==> src/pmic_event_defs.svh <==
/*
  Constants of the event flag and restore block: register offsets,
  reset values, field positions, bus address and timing figures.
  Assumes inclusion by bare name from design files of this block.
*/
`ifndef PMIC_EVENT_DEFS_SVH
`define PMIC_EVENT_DEFS_SVH

// -----------------------------------------------------------------
// Register offsets
// -----------------------------------------------------------------
`define CHARGER_EVENT_ENABLE_ADDR   8'h38
`define CHARGER_EVENT_FLAGS_ADDR    8'h39
`define REGULATOR_EVENT_ENABLE_ADDR 8'h3A
`define REGULATOR_EVENT_FLAGS_ADDR  8'h3B
`define FACTORY_RESTORE_ADDR        8'h3C
`define THERMISTOR_SELECT_ADDR      8'h3D

// -----------------------------------------------------------------
// Reset values and codes
// -----------------------------------------------------------------
`define CHARGER_ENABLE_RESET        8'h00
`define CHARGER_FLAGS_RESET         8'h00
`define REGULATOR_ENABLE_RESET      3'h0
`define REGULATOR_FLAGS_RESET       3'h0
`define THERMISTOR_SELECT_RESET     1'h1
`define RESTORE_CODE                8'h7F
`define READ_UNMAPPED               8'h00
`define DEVICE_ADDRESS              7'h44

// -----------------------------------------------------------------
// Field positions
// -----------------------------------------------------------------
`define WATCHDOG_ALARM_BIT          5
`define THERMISTOR_47K_BIT          0
`define REGULATOR_FLAG_BITS         3

// -----------------------------------------------------------------
// Timing
// -----------------------------------------------------------------
`define CLOCK_HZ                    25000000
`define WATCHDOG_SHORT_PERIOD_S     7'h20
`define WATCHDOG_LONG_PERIOD_S      7'h40
`define WATCHDOG_SHORT_LEAD_S       7'h02
`define WATCHDOG_LONG_LEAD_S        7'h04

`endif

==> src/pmic_event_pkg.sv <==
/*
  Types shared by the register port and the event flag logic.
  Assumes nothing of its surroundings.
*/
package pmic_event_pkg;

  // Register access carried from the serial port to the register file
  typedef struct packed {
    logic       wr;
    logic       rd;
    logic [7:0] addr;
    logic [7:0] wdata;
  } reg_req_s;

  typedef enum logic [4:0] {
    st_idle = 5'b00001,
    st_dev  = 5'b00010,
    st_ptr  = 5'b00100,
    st_wdat = 5'b01000,
    st_rdat = 5'b10000
  } port_state_e;

endpackage

==> src/serial_reg_port.sv <==
/*
  Two-wire serial register port: device address match, register
  pointer with auto increment, byte writes and reads.
  Assumes scl and sda arrive asynchronously and that the register file
  answers a read request with read data on the next clock edge.
*/
`timescale 1ns/1ns
`default_nettype none
`include "pmic_event_defs.svh"

module serial_reg_port (
  // Clock and reset
  input  wire logic                     clock,
  input  wire logic                     rst_n,
  // Serial pins
  input  wire logic                     scl_in,
  input  wire logic                     sda_in,
  output var  logic                     sda_out,
  output var  logic                     sda_oe,
  // Register file side
  output var  pmic_event_pkg::reg_req_s req,
  input  wire logic [7:0]               rd_data
);
  import pmic_event_pkg::*;

  logic [1:0]  scl_sync;
  logic [1:0]  sda_sync;
  logic        scl_d;
  logic        sda_d;
  logic [7:0]  shreg;
  logic [3:0]  bitcnt;
  logic [7:0]  ptr;
  logic        rw;
  port_state_e state;
  logic        start_cond;
  logic        stop_cond;
  logic        scl_rise;
  logic        scl_fall;

  // -----------------------------------------------------------------
  // Pin synchronisers and bus condition detection
  // -----------------------------------------------------------------
  always_ff @(posedge clock or negedge rst_n) begin
    if (!rst_n) begin
      scl_sync <= 2'h3;
      sda_sync <= 2'h3;
      scl_d    <= 1'h1;
      sda_d    <= 1'h1;
    end else begin
      scl_sync <= {scl_sync[0], scl_in};
      sda_sync <= {sda_sync[0], sda_in};
      scl_d    <= scl_sync[1];
      sda_d    <= sda_sync[1];
    end
  end

  assign start_cond = scl_sync[1] & scl_d & sda_d & ~sda_sync[1];
  assign stop_cond  = scl_sync[1] & scl_d & ~sda_d & sda_sync[1];
  assign scl_rise   = scl_sync[1] & ~scl_d;
  assign scl_fall   = ~scl_sync[1] & scl_d;

  // Open-drain: only ever pulls low
  always_ff @(posedge clock or negedge rst_n) begin
    if (!rst_n) begin
      sda_out <= 1'h0;
    end else begin
      sda_out <= 1'h0;
    end
  end

  // -----------------------------------------------------------------
  // Transfer sequencer
  // -----------------------------------------------------------------
  always_ff @(posedge clock or negedge rst_n) begin
    if (!rst_n) begin
      state  <= st_idle;
      shreg  <= 8'h00;
      bitcnt <= 4'h0;
      ptr    <= 8'h00;
      rw     <= 1'h0;
      sda_oe <= 1'h0;
      req    <= '0;
    end else begin
      req.wr <= 1'h0;
      req.rd <= 1'h0;
      if (start_cond) begin
        state  <= st_dev;
        bitcnt <= 4'h0;
        sda_oe <= 1'h0;
      end else if (stop_cond) begin
        state  <= st_idle;
        sda_oe <= 1'h0;
      end else begin
        case (state)
          st_dev, st_ptr, st_wdat: begin
            if (scl_rise && bitcnt < 4'h8) begin
              shreg  <= {shreg[6:0], sda_sync[1]};
              bitcnt <= bitcnt + 4'h1;
            end else if (scl_fall && bitcnt == 4'h8) begin
              bitcnt <= 4'h9;
              if (state == st_dev && shreg[7:1] != `DEVICE_ADDRESS) begin
                state <= st_idle;
              end else begin
                sda_oe <= 1'h1;
                if (state == st_dev) begin
                  rw <= shreg[0];
                  if (shreg[0]) begin
                    req.rd   <= 1'h1;
                    req.addr <= ptr;
                    ptr      <= ptr + 8'h01;
                  end
                end else if (state == st_ptr) begin
                  ptr <= shreg;
                end else begin
                  req.wr    <= 1'h1;
                  req.addr  <= ptr;
                  req.wdata <= shreg;
                  ptr       <= ptr + 8'h01;
                end
              end
            end else if (scl_fall && bitcnt == 4'h9) begin
              bitcnt <= 4'h0;
              if (state == st_dev && rw) begin
                state  <= st_rdat;
                shreg  <= rd_data;
                sda_oe <= ~rd_data[7];
              end else begin
                state  <= (state == st_dev) ? st_ptr : st_wdat;
                sda_oe <= 1'h0;
              end
            end
          end
          st_rdat: begin
            if (scl_fall && bitcnt < 4'h7) begin
              bitcnt <= bitcnt + 4'h1;
              shreg  <= {shreg[6:0], 1'h0};
              sda_oe <= ~shreg[6];
            end else if (scl_fall && bitcnt == 4'h7) begin
              bitcnt <= 4'h8;
              sda_oe <= 1'h0;
            end else if (scl_rise && bitcnt == 4'h8) begin
              if (sda_sync[1]) begin
                state <= st_idle;
              end else begin
                bitcnt   <= 4'h9;
                req.rd   <= 1'h1;
                req.addr <= ptr;
                ptr      <= ptr + 8'h01;
              end
            end else if (scl_fall && bitcnt == 4'h9) begin
              bitcnt <= 4'h0;
              shreg  <= rd_data;
              sda_oe <= ~rd_data[7];
            end
          end
          default: begin
            sda_oe <= 1'h0;
          end
        endcase
      end
    end
  end

endmodule
`default_nettype wire

==> src/pmic_event_flags_and_restore.sv <==
/*
  Event flags, interrupt gating, factory restore and thermistor select
  of a battery management power device, with its serial register port.
  Assumes event sources are asynchronous levels from analog circuits;
  watchdog controls and the resistor option come from logic on clock.
*/
`timescale 1ns/1ns
`default_nettype none
`include "pmic_event_defs.svh"

// Overview of operation
// - Charger flags: peak, isothermal, watchdog, thermal, etc.
// - Reading a flag register clears it
// - Watchdog alarm 2 s/4 s before expiry
// - Regulator enables gate three events onto pin
// - Regulator flags: LED open, boost, linreg1
// - Writing 0x7F restores all register defaults
// - Thermistor select: 47k when set and resistor option high, default 1
// - Charger enables gate each charger flag
module pmic_event_flags_and_restore #(
  parameter int unsigned TICKS_PER_SECOND = `CLOCK_HZ
) (
  // Clock and reset
  input  wire logic       clock,
  input  wire logic       rst_n,
  // Serial register port pins
  input  wire logic       scl_in,
  input  wire logic       sda_in,
  output var  logic       sda_out,
  output var  logic       sda_oe,
  // Event sources
  input  wire logic [7:0] charger_event_src,
  input  wire logic [2:0] regulator_event_src,
  // Watchdog control
  input  wire logic       watchdog_enable,
  input  wire logic       watchdog_restart,
  input  wire logic       watchdog_period_setting,
  // Thermistor control
  input  wire logic       thermistor_resistor_option,
  output var  logic       thermistor_47k_active,
  // Interrupt pin
  output var  logic       irq_n
);
  import pmic_event_pkg::*;

  reg_req_s    req;
  logic [7:0]  rd_data;
  logic [7:0]  charger_event_enable;
  logic [7:0]  charger_event_flags;
  logic [2:0]  regulator_event_enable;
  logic [2:0]  regulator_event_flags;
  logic        thermistor_47k_select;
  logic [7:0]  chg_sync1;
  logic [7:0]  chg_sync2;
  logic [7:0]  chg_prev;
  logic [2:0]  reg_sync1;
  logic [2:0]  reg_sync2;
  logic [2:0]  reg_prev;
  logic [31:0] prescale;
  logic        second_tick;
  logic [6:0]  seconds;
  logic        alarm_pulse;
  logic [6:0]  alarm_point;
  logic        restore;
  logic        clr_charger;
  logic        clr_regulator;
  logic [7:0]  charger_set;
  logic [2:0]  regulator_set;

  // -----------------------------------------------------------------
  // Register port
  // -----------------------------------------------------------------
  serial_reg_port i_serial_reg_port (
    .clock   (clock),
    .rst_n   (rst_n),
    .scl_in  (scl_in),
    .sda_in  (sda_in),
    .sda_out (sda_out),
    .sda_oe  (sda_oe),
    .req     (req),
    .rd_data (rd_data)
  );

  assign restore       = req.wr && req.addr == `FACTORY_RESTORE_ADDR && req.wdata == `RESTORE_CODE;
  assign clr_charger   = req.rd && req.addr == `CHARGER_EVENT_FLAGS_ADDR;
  assign clr_regulator = req.rd && req.addr == `REGULATOR_EVENT_FLAGS_ADDR;

  // -----------------------------------------------------------------
  // Event source synchronisers and rising edge detection
  // -----------------------------------------------------------------
  always_ff @(posedge clock or negedge rst_n) begin
    if (!rst_n) begin
      chg_sync1 <= 8'h00;
      chg_sync2 <= 8'h00;
      chg_prev  <= 8'h00;
      reg_sync1 <= 3'h0;
      reg_sync2 <= 3'h0;
      reg_prev  <= 3'h0;
    end else begin
      chg_sync1 <= charger_event_src;
      chg_sync2 <= chg_sync1;
      chg_prev  <= chg_sync2;
      reg_sync1 <= regulator_event_src;
      reg_sync2 <= reg_sync1;
      reg_prev  <= reg_sync2;
    end
  end

  // -----------------------------------------------------------------
  // Watchdog alarm timing
  // -----------------------------------------------------------------
  // One-second enable pulse
  always_ff @(posedge clock or negedge rst_n) begin
    if (!rst_n) begin
      prescale    <= 32'h0000_0000;
      second_tick <= 1'h0;
    end else if (!watchdog_enable || watchdog_restart) begin
      prescale    <= 32'h0000_0000;
      second_tick <= 1'h0;
    end else if (prescale == TICKS_PER_SECOND - 1) begin
      prescale    <= 32'h0000_0000;
      second_tick <= 1'h1;
    end else begin
      prescale    <= prescale + 32'h0000_0001;
      second_tick <= 1'h0;
    end
  end

  assign alarm_point = watchdog_period_setting ?
                       (`WATCHDOG_LONG_PERIOD_S - `WATCHDOG_LONG_LEAD_S) :
                       (`WATCHDOG_SHORT_PERIOD_S - `WATCHDOG_SHORT_LEAD_S);

  // Elapsed seconds since restart; holds at 127 instead of wrapping
  always_ff @(posedge clock or negedge rst_n) begin
    if (!rst_n) begin
      seconds     <= 7'h00;
      alarm_pulse <= 1'h0;
    end else if (!watchdog_enable || watchdog_restart) begin
      seconds     <= 7'h00;
      alarm_pulse <= 1'h0;
    end else begin
      alarm_pulse <= 1'h0;
      if (second_tick && seconds != 7'h7F) begin
        seconds     <= seconds + 7'h01;
        alarm_pulse <= (seconds + 7'h01) == alarm_point;
      end
    end
  end

  // -----------------------------------------------------------------
  // Event flags: a new event wins over a clearing read
  // -----------------------------------------------------------------
  always_comb begin
    charger_set = chg_sync2 & ~chg_prev;
    charger_set[`WATCHDOG_ALARM_BIT] = charger_set[`WATCHDOG_ALARM_BIT] | alarm_pulse;
    regulator_set = reg_sync2 & ~reg_prev;
  end

  always_ff @(posedge clock or negedge rst_n) begin
    if (!rst_n) begin
      charger_event_flags <= `CHARGER_FLAGS_RESET;
    end else if (restore) begin
      charger_event_flags <= `CHARGER_FLAGS_RESET | charger_set;
    end else if (clr_charger) begin
      charger_event_flags <= charger_set;
    end else begin
      charger_event_flags <= charger_event_flags | charger_set;
    end
  end

  always_ff @(posedge clock or negedge rst_n) begin
    if (!rst_n) begin
      regulator_event_flags <= `REGULATOR_FLAGS_RESET;
    end else if (restore) begin
      regulator_event_flags <= `REGULATOR_FLAGS_RESET | regulator_set;
    end else if (clr_regulator) begin
      regulator_event_flags <= regulator_set;
    end else begin
      regulator_event_flags <= regulator_event_flags | regulator_set;
    end
  end

  // -----------------------------------------------------------------
  // Writable registers
  // -----------------------------------------------------------------
  always_ff @(posedge clock or negedge rst_n) begin
    if (!rst_n) begin
      charger_event_enable   <= `CHARGER_ENABLE_RESET;
      regulator_event_enable <= `REGULATOR_ENABLE_RESET;
      thermistor_47k_select  <= `THERMISTOR_SELECT_RESET;
    end else if (restore) begin
      charger_event_enable   <= `CHARGER_ENABLE_RESET;
      regulator_event_enable <= `REGULATOR_ENABLE_RESET;
      thermistor_47k_select  <= `THERMISTOR_SELECT_RESET;
    end else if (req.wr) begin
      case (req.addr)
        `CHARGER_EVENT_ENABLE_ADDR: begin
          charger_event_enable <= req.wdata;
        end
        `REGULATOR_EVENT_ENABLE_ADDR: begin
          regulator_event_enable <= req.wdata[`REGULATOR_FLAG_BITS-1:0];
        end
        `THERMISTOR_SELECT_ADDR: begin
          thermistor_47k_select <= req.wdata[`THERMISTOR_47K_BIT];
        end
        default: begin
          charger_event_enable <= charger_event_enable;
        end
      endcase
    end
  end

  // -----------------------------------------------------------------
  // Read data, answered one edge after the request
  // -----------------------------------------------------------------
  always_ff @(posedge clock or negedge rst_n) begin
    if (!rst_n) begin
      rd_data <= `READ_UNMAPPED;
    end else if (req.rd) begin
      case (req.addr)
        `CHARGER_EVENT_ENABLE_ADDR:   rd_data <= charger_event_enable;
        `CHARGER_EVENT_FLAGS_ADDR:    rd_data <= charger_event_flags;
        `REGULATOR_EVENT_ENABLE_ADDR: rd_data <= {5'h00, regulator_event_enable};
        `REGULATOR_EVENT_FLAGS_ADDR:  rd_data <= {5'h00, regulator_event_flags};
        `THERMISTOR_SELECT_ADDR:      rd_data <= {7'h00, thermistor_47k_select};
        default:                      rd_data <= `READ_UNMAPPED;
      endcase
    end
  end

  // -----------------------------------------------------------------
  // Outputs
  // -----------------------------------------------------------------
  always_ff @(posedge clock or negedge rst_n) begin
    if (!rst_n) begin
      irq_n <= 1'h1;
    end else begin
      irq_n <= ~(|(charger_event_flags & charger_event_enable) |
                 |(regulator_event_flags & regulator_event_enable));
    end
  end

  always_ff @(posedge clock or negedge rst_n) begin
    if (!rst_n) begin
      thermistor_47k_active <= 1'h0;
    end else begin
      thermistor_47k_active <= thermistor_resistor_option & thermistor_47k_select;
    end
  end

endmodule
`default_nettype wire

==> config.mk <==
export PLATFORM = sky130hd
export DESIGN_NAME = pmic_event_flags_and_restore
export DESIGN_NICKNAME = d
export VERILOG_FILES = /design/src/pmic_event_pkg.sv /design/src/serial_reg_port.sv /design/src/pmic_event_flags_and_restore.sv
export VERILOG_INCLUDE_DIRS = /design/src
export SDC_FILE = /design/constraint.sdc
export NUM_CORES = 1
export LEC_CHECK = 0
export ABC_AREA = 1
export BUFFER_PORTS_ARGS = -buffer_cell sky130_fd_sc_hd__clkbuf_2
export CORE_UTILIZATION = 41
export DETAILED_ROUTE_END_ITERATION = 10
export GPL_TIMING_DRIVEN = 0
export PLACE_DENSITY = 0.56
export SLEW_MARGIN = 10
export SYNTH_ARGS = -nofsm -noshare
export SYNTH_HDL_FRONTEND = slang
export SYNTH_SLANG_ARGS = --single-unit
==> constraint.sdc <==
create_clock -name clock -period 2.2 [get_ports clock]
set_input_delay 0.22 -clock clock [delete_from_list [all_inputs] [get_ports clock]]
set_output_delay 0.22 -clock clock [all_outputs]
set_load 0.05 [all_outputs]
==> results of run 1 <==
==> routing by layer <==
layer | vias to the layer above | global-route usage | share of wire
met5 | - | 0 | 0
met4 | 0 | 0.0654 | 0.017
met3 | 25 | 0.0383 | 0.030
met2 | 113 | 0.297 | 0.44
met1 | 2957 | 0.275 | 0.51
li1 | 3247 | - | -
==> cell type report <==
type,instances,area (sq um)
Inverter,111,419
Multi-Input combinational cell,686,3380
Timing Repair Buffer,37,292
Sequential cell,158,3970
Buffer,15,90.1
Clock inverter,15,206
Clock buffer,17,425
Fill cell,1796,9630
Tap cell,234,293
==> worst register-to-register path, delay by kind of cell, from the launching register on <==
family	cells	cell delay, ns
buffers and inverters	2	0.21
DFF	1	0.48
and+or+nand+nor	8	1.07
adders and majority gates	1	0.17
==> sequential cells by signal, indices dropped and copies added, names as in the netlist, 8 cells and up <==
register                 count
prescale                    32
i_serial_reg_port.req       18
charger_event_enable         8
charger_event_flags          8
chg_prev                     8
chg_sync1                    8
chg_sync2                    8
i_serial_reg_port.ptr        8
i_serial_reg_port.shreg      8
rd_data                      8
==> synthesized netlist by cell type, drive strengths merged <==
library cell	number	share of area
a21o	1	0.00096
a21oi	11	0.0089
a311oi	1	0.0011
a31oi	1	0.00080
and2	1	0.0011
buf	11	0.0096
clkbuf	4	0.0019
clkinv	1	0.00048
conb	1	0.00048
dfrtp	149	0.48
dfstp	9	0.030
ha	6	0.0096
inv	110	0.053
nand2	271	0.13
nand3	94	0.067
nand3b	2	0.0019
nand4	24	0.020
nor2	128	0.071
nor3	31	0.020
nor3b	3	0.0035
nor4	6	0.0048
o2111ai	2	0.0022
o211ai	5	0.0048
o21ai	61	0.040
o22ai	3	0.0024
o31ai	2	0.0019
or2	4	0.0032
xnor2	5	0.0056
xor2	23	0.026
==> worst min path at each step <==
stage	startpoint	endpoint	slack (ns)	cells past startpoint
after floorplan	rst_n	alarm_pulse$_DFF_PN0_	-0.08	0
after global placement	sda_in	i_serial_reg_port.sda_sync[0]$_DFF_PN1_	0.31	1
after detailed placement	rst_n	i_serial_reg_port.state[1]$_DFFE_PN0P_	0.31	1
after CTS	watchdog_period_setting	alarm_pulse$_DFF_PN0_	0.04	4
after global routing	watchdog_period_setting	alarm_pulse$_DFF_PN0_	0.06	4
final	watchdog_period_setting	alarm_pulse$_DFF_PN0_	0.05	4
==> power breakdown <==
group	total (W)	leakage [nW]	switching [W]	internal [W]
combinational	0.00246	2.00	0.00173	0.000733
clock	0.00304	0.304	0.00147	0.00157
sequential	0.00353	2.01	0.000325	0.00321
==> stage by stage <==
step	setup WS (ns)	hold WS, ns	utilization	cells
final	0.173	0.0549	0.485	1273
after global routing	-0.0235	0.0622	0.485	1273
after CTS	0.0717	0.0385	0.484	1273
after detailed placement	0.0765	0.309	0.442	1226
after global placement	-2.06	0.309	0.441	1225
after floorplan	0.516	-0.0756	-	970
==> logic make-up (layout without fill, tap and decap cells) <==
group	count (synthesis)	after routing	synth area share
simple gates	564	564	0.325
other cells	1	1	0.000478
compound gates	87	87	0.0635
xor+xnor	28	28	0.0313
flops	158	158	0.506
fa+ha+maj	6	6	0.00957
buf+inv	126	195	0.0649
==> what timing repair did <==
action                                  in CTS  in global routing
hold endpoints to repair                    85                  0
resized for setup                            0                  2
hold buffers                                15                  0
endpoints found under the setup margin       0                  8
==> metrics.md, run 1 <==
| Metric | Value |
|---|---|
| Status | `completed` |
| Root Driver | `clkbuf_16` |
| Post-synth net total | `just under 1000` |
| Most common cell after layout, fill and taps aside | `nand2_1` |
| LEAKAGE | `around 4.3 nW` |
| Die ar. | `between 15000 and 20000 sq um` |
| Row count | `50` |
| Fraction of layout cells with a size suffix above 1 | `0.113` |
| Drt initial violations | `around 330` |
| Growth of design area from synthesis to finish | `15.7%` |
| Clk sink count | `approximately 160` |
| Setup Viol. Count Final | `0` |
| Cell repeated most along the worst path | `nand2_1` |
| CP Depth | `11` |
| GR Util All Layers | `0.194` |
| Flop-to-flop setup slack | `roughly 0.17 ns` |
| DR vias | `6342` |
| Maximum clock frequency | `about 490 MHz` |
| Initial core utilization | `0.419` |
| Fin crit share | `0.921` |
| Worst reg2reg endpoint | `i_serial_reg_port.req[8]$_DFFE_PN0P_` |
| Die W | `~140 microns` |
| DR pass1 iterations | `4` |
| Avg Cell Area, Syn | `about 8 sq um` |
| Initial antenna violation count | `0` |
| FF-to-FF path depth | `11` |
| Avg WL per Cell | `about 14 microns` |
| Max FO, Critical Path | `10` |
| Hold Fails Final Rpt | `0` |
| Minimum clock period | `approximately 2 ns` |
| Crit Path Class | `reg -> reg` |
| Worst VDD drop | `between 600 and 700 uV` |
| Core footprint | `roughly 19000 sq um` |
| GRT Residual Overflow | `0` |
| Buf+Inv Stages, Crit Path | `2` |
| CP peak stage delay | `0.48 ns` |
| Post-synthesis sequential area ratio | `0.506` |
| Clock Tree Buf Depth | `2` |
| CP Launch Type | `flip-flop` |
| Worst path top cell family by delay | `simple AND/OR/NAND/NOR gates` |
| Most frequent cells in the layout | `nand2_1, dfrtp_1, nor2_1` |
| #FFs+latches synth | `158` |
| Post-synth cell types | `47` |
| Headroom to the max-slew limit | `0.560` |
| Cts bufs inserted | `17` |
| Vias in the first global route | `~6100` |
| Worst EP arrival | `approximately 2.4 ns` |
| Post-Synthesis Cells | `970` |
| Clk slew on worst S/H paths | `0.08 ns` |
| Synth Cell Area | `around 7800 sq um` |
| Antenna fix cells | `0` |
| CTS tree | `built` |
| Worst setup endpoint | `i_serial_reg_port.req[8]$_DFFE_PN0P_` |
| H-tree levels | `4` |
| Design Power | `0.00903 W` |
| Final Skew | `between 0.015 and 0.02 ns` |
| WL final | `approximately 17 mm` |
| Final nets | `1051` |
| Slew @ Worst Pin | `approximately 0.66 ns` |
| Fin area | `~9100 sq um` |
| Antenna-violating nets left | `0` |
| Gpl congestion | `~0.88` |
| # DRC | `0` |
| First-pass GRT wire length | `30.1 mm` |
| Io pins | `23` |
| Path category of the worst min-delay check | `in -> reg` |
| Placement Cell Area | `~8300 sq um` |
| Slowest stage cell, crit path | `dfrtp_1` |
| CP Cell Sequence | `inv_1, ha_1, nand3_1, nor2_1, nand2_1, nand2_4, nand2_2, nor2_2, inv_2, nand2_1, nand2_1` |
| CP required | `about 2.5 ns` |
| Pins Over Slew Limit | `0` |
| Number of port buffers | `21` |
| Die height | `~140 microns` |
| Critical path capture point type | `flip-flop` |
| Max-cap violation count | `0` |
| Pin count of the biggest net entering global routing | `81` |
| RR Startpoint | `i_serial_reg_port.bitcnt[0]$_DFFE_PN0P_` |
| TNS Setup | `0 ns` |
| Synth warn | `0` |
| Post-DP HPWL | `~13 mm` |
| Cell area power density | `about 1000 nW/um^2` |
| Crit path launch | `i_serial_reg_port.bitcnt[0]$_DFFE_PN0P_` |
| RSZ-0062 raised after global routing | `yes` |
| Setup bufs post-CTS | `0` |
| Via/cell ratio | `4.98` |
| Worst skew pair latency | `around 0.44 ns` |
Note: power is estimated with default switching activity, not from simulation.
==> run 2, diff against run 1 <==
- CORE_UTILIZATION: 41 -> 40
- PLACE_DENSITY: 0.56 -> unset
- PLACE_DENSITY_LB_ADDON: unset -> 0.15
==> metrics.md, run 2 (synthesized netlist as in run 1, its figures left out) <==
| Metric | Value |
|---|---|
| Core footprint | `19000 sq um (+1.3%)` |
| Fin area | `9090 sq um (+0.19%)` |
| LEAKAGE | `4.31 nW (-0.13%)` |
| Max reg flops | `32 (unchanged)` |
| Switch share | `0.388 (-0.00216)` |
| Most flops, register | `prescale` |
| Fin cells | `1299 (+2.0%)` |
| Cell area power density | `987 nW/um^2 (-0.91%)` |
| Fin crit share | `0.887 (-0.0344)` |
| Antenna-violating nets left | `0 (unchanged)` |
| Worst skew pair latency | `0.44 ns (about the same)` |
| # fillers | `1861 (+3.6%)` |
| CP Launch Type | `flip-flop` |
| CTS tree | `built` |
| Int Pwr | `0.00549 W (-0.36%)` |
| Clock Tree Buf Depth | `2 (unchanged)` |
| WL final | `17.4 mm (-0.26%)` |
| GRT Residual Overflow | `0 (unchanged)` |
| NetSw | `0.00348 W (-1.3%)` |
| Die height | `142 microns (+1.2%)` |
| Placement Cell Area | `8310 sq um (+0.39%)` |
| TNS Setup | `0 ns (unchanged)` |
| Gpl congestion | `0.874 (-1.2%)` |
| CP required | `2.52 ns (about the same)` |
| First-pass GRT wire length | `29.9 mm (-0.46%)` |
| Setup Viol. Count Final | `0 (unchanged)` |
| Maximum clock frequency | `513 MHz (+3.9%)` |
| GR Util All Layers | `0.190 (-0.00437)` |
| Largest registers | `prescale x32, i_serial_reg_port.req x18` |
| Number of cells after detailed placement | `1252 (+2.1%)` |
| Pin count of the biggest net entering global routing | `84 (+3.7%)` |
| Path category of the worst min-delay check | `in -> reg` |
| Worst EP arrival | `2.27 ns (-0.08 ns)` |
| Drt initial violations | `317 (-3.4%)` |
| Clock Power Share | `0.333 (-0.003)` |
| Initial core utilization | `0.414 (-0.00553)` |
| Die W | `142 microns (+1.2%)` |
| Post-DP HPWL | `12.5 mm (-0.15%)` |
| Root Driver | `clkbuf_16` |
| Max-cap violation count | `0 (unchanged)` |
| Pins Over Slew Limit | `0 (unchanged)` |
| Die ar. | `20200 sq um (+2.5%)` |
| DR pass1 iterations | `5 (+1)` |
| Hold Fails Final Rpt | `0 (unchanged)` |
| Cts bufs inserted | `17 (unchanged)` |
| Final standard cell utilization of the core | `0.480 (-0.00548)` |
| Worst VDD drop | `589 uV (-3.7%)` |
| Hold_sp | `watchdog_period_setting` |
| Avg WL per Cell | `13.4 microns (-2.3%)` |
| Slew @ Worst Pin | `0.623 ns (-0.0374 ns)` |
| RSZ-0062 raised after global routing | `no` |
| Growth of design area from synthesis to finish | `15.9%` |
| Critical path capture point type | `flip-flop` |
| Via/cell ratio | `4.81 (-3.5%)` |
| Initial antenna violation count | `0 (unchanged)` |
| Number of port buffers | `21 (unchanged)` |
| Most common cell after layout, fill and taps aside | `nand2_1` |
| H-tree levels | `4 (unchanged)` |
| Minimum clock period | `1.95 ns (-0.0757 ns)` |
| Clk slew on worst S/H paths | `0.07 ns (about the same)` |
| # DRC | `0 (unchanged)` |
| Crit path launch | `i_serial_reg_port.bitcnt[0]$_DFFE_PN0P_` |
| Io pins | `23 (unchanged)` |
| Row count | `50 (unchanged)` |
| Antenna fix cells | `0 (unchanged)` |
| Combinational power share | `0.273 (about the same)` |
| Clk sink count | `158 (unchanged)` |
| Final Skew | `0.0155 ns (-0.00231 ns)` |
| DR vias | `6246 (-1.5%)` |
| Fraction of layout cells with a size suffix above 1 | `0.114 (+0.000962)` |
| Crit Path Class | `reg -> reg` |
| RR Startpoint | `i_serial_reg_port.bitcnt[0]$_DFFE_PN0P_` |
| Headroom to the max-slew limit | `0.585 (+0.0249)` |
| Status | `completed` |
| Flop pwr share | `0.394 (+0.003)` |
| Vias in the first global route | `6016 (-0.79%)` |
| Most frequent cells in the layout | `nand2_1, dfrtp_1, nor2_1` |
| Max FO, Critical Path | `10 (unchanged)` |
| Final nets | `1051 (unchanged)` |
[run 2: cell counts in the layout (fill, tap and decap cells not counted)]
Identical to the previous run, type by type.
[run 2: metal layers]
layer	GRT usage	wire length (microns)	vias to the layer above	share of wire
li1	-	-	3252	-
met1	0.269	8810	2865	0.51
met2	0.283	7590	97	0.44
met3	0.0384	584	32	0.033
met4	0.0770	445	0	0.026
met5	0	0	-	0
[run 2: path summary, 6_finish.rpt]
path	slack (ns)	depth (start not counted)	end
worst min register to register	0.34	0	chg_sync2[5]$_DFF_PN0_
max in group asynchronous	0.99	3	irq_n$_DFF_PN1_
worst max register to register	0.25	11	i_serial_reg_port.req[13]$_DFFE_PN0P_
min in group asynchronous	0.38	2	i_serial_reg_port.ptr[7]$_DFFE_PN0P_
worst max-delay path	0.25	11	i_serial_reg_port.req[13]$_DFFE_PN0P_
worst min-delay path	0.06	4	alarm_pulse$_DFF_PN0_
[run 2: worst max-delay path: stages, from the launching register on]
cell	delay (ns)
dfrtp_1	0.46
inv_1	0.09
ha_1	0.17
nand3_1	0.16
nor2_2	0.18
nand2_1	0.13
nand2_4	0.17
nand2_2	0.07
nor2_2	0.18
inv_2	0.10
nand2_1	0.07
nand2_1	0.05
[run 2: power groups by stage]
stage / registers (W) / clock network (W) / logic, W
detailed placement: 0.00358 / 0 / 0.00243
global placement: 0.00358 / 0 / 0.00242
floorplan: 0.00349 / 0 / 0.00184
CTS: 0.00353 / 0.00307 / 0.00246
finish: 0.00353 / 0.00299 / 0.00244
global route: 0.00358 / 0.00320 / 0.00280
[run 2: area by class of cell]
cell class	instances	area (sq um)	share of cell area
Clock inverter	15	189	0.0208
Tap cell	260	325	0.0358
Buffer	15	90.1	0.00991
Sequential cell	158	3970	0.436
Clock buffer	17	425	0.0468
Inverter	111	419	0.0461
Timing Repair Buffer	37	292	0.0321
Multi-Input combinational cell	686	3380	0.372
[run 2: what timing repair did]
| action | 4_1_cts | 5_1_grt |
|---|---|---|
| endpoints found under the hold margin | 81 | 0 |
| hold buffers | 15 | 0 |
| setup buffers | 0 | 0 |
| gates resized for setup | 0 | 3 |
| endpoints found under the setup margin | 0 | 10 |
[run 2: through the flow]
step / power, W / hold WS, ns / worst slack [ns]
after floorplan: 0.00533 / -0.0756 / 0.516
after global placement: 0.00600 / 0.309 / -2.03
after detailed placement: 0.00601 / 0.300 / 0.103
after CTS: 0.00905 / 0.0476 / 0.0829
after global routing: 0.00958 / 0.0722 / 0.00327
final: 0.00897 / 0.0573 / 0.249
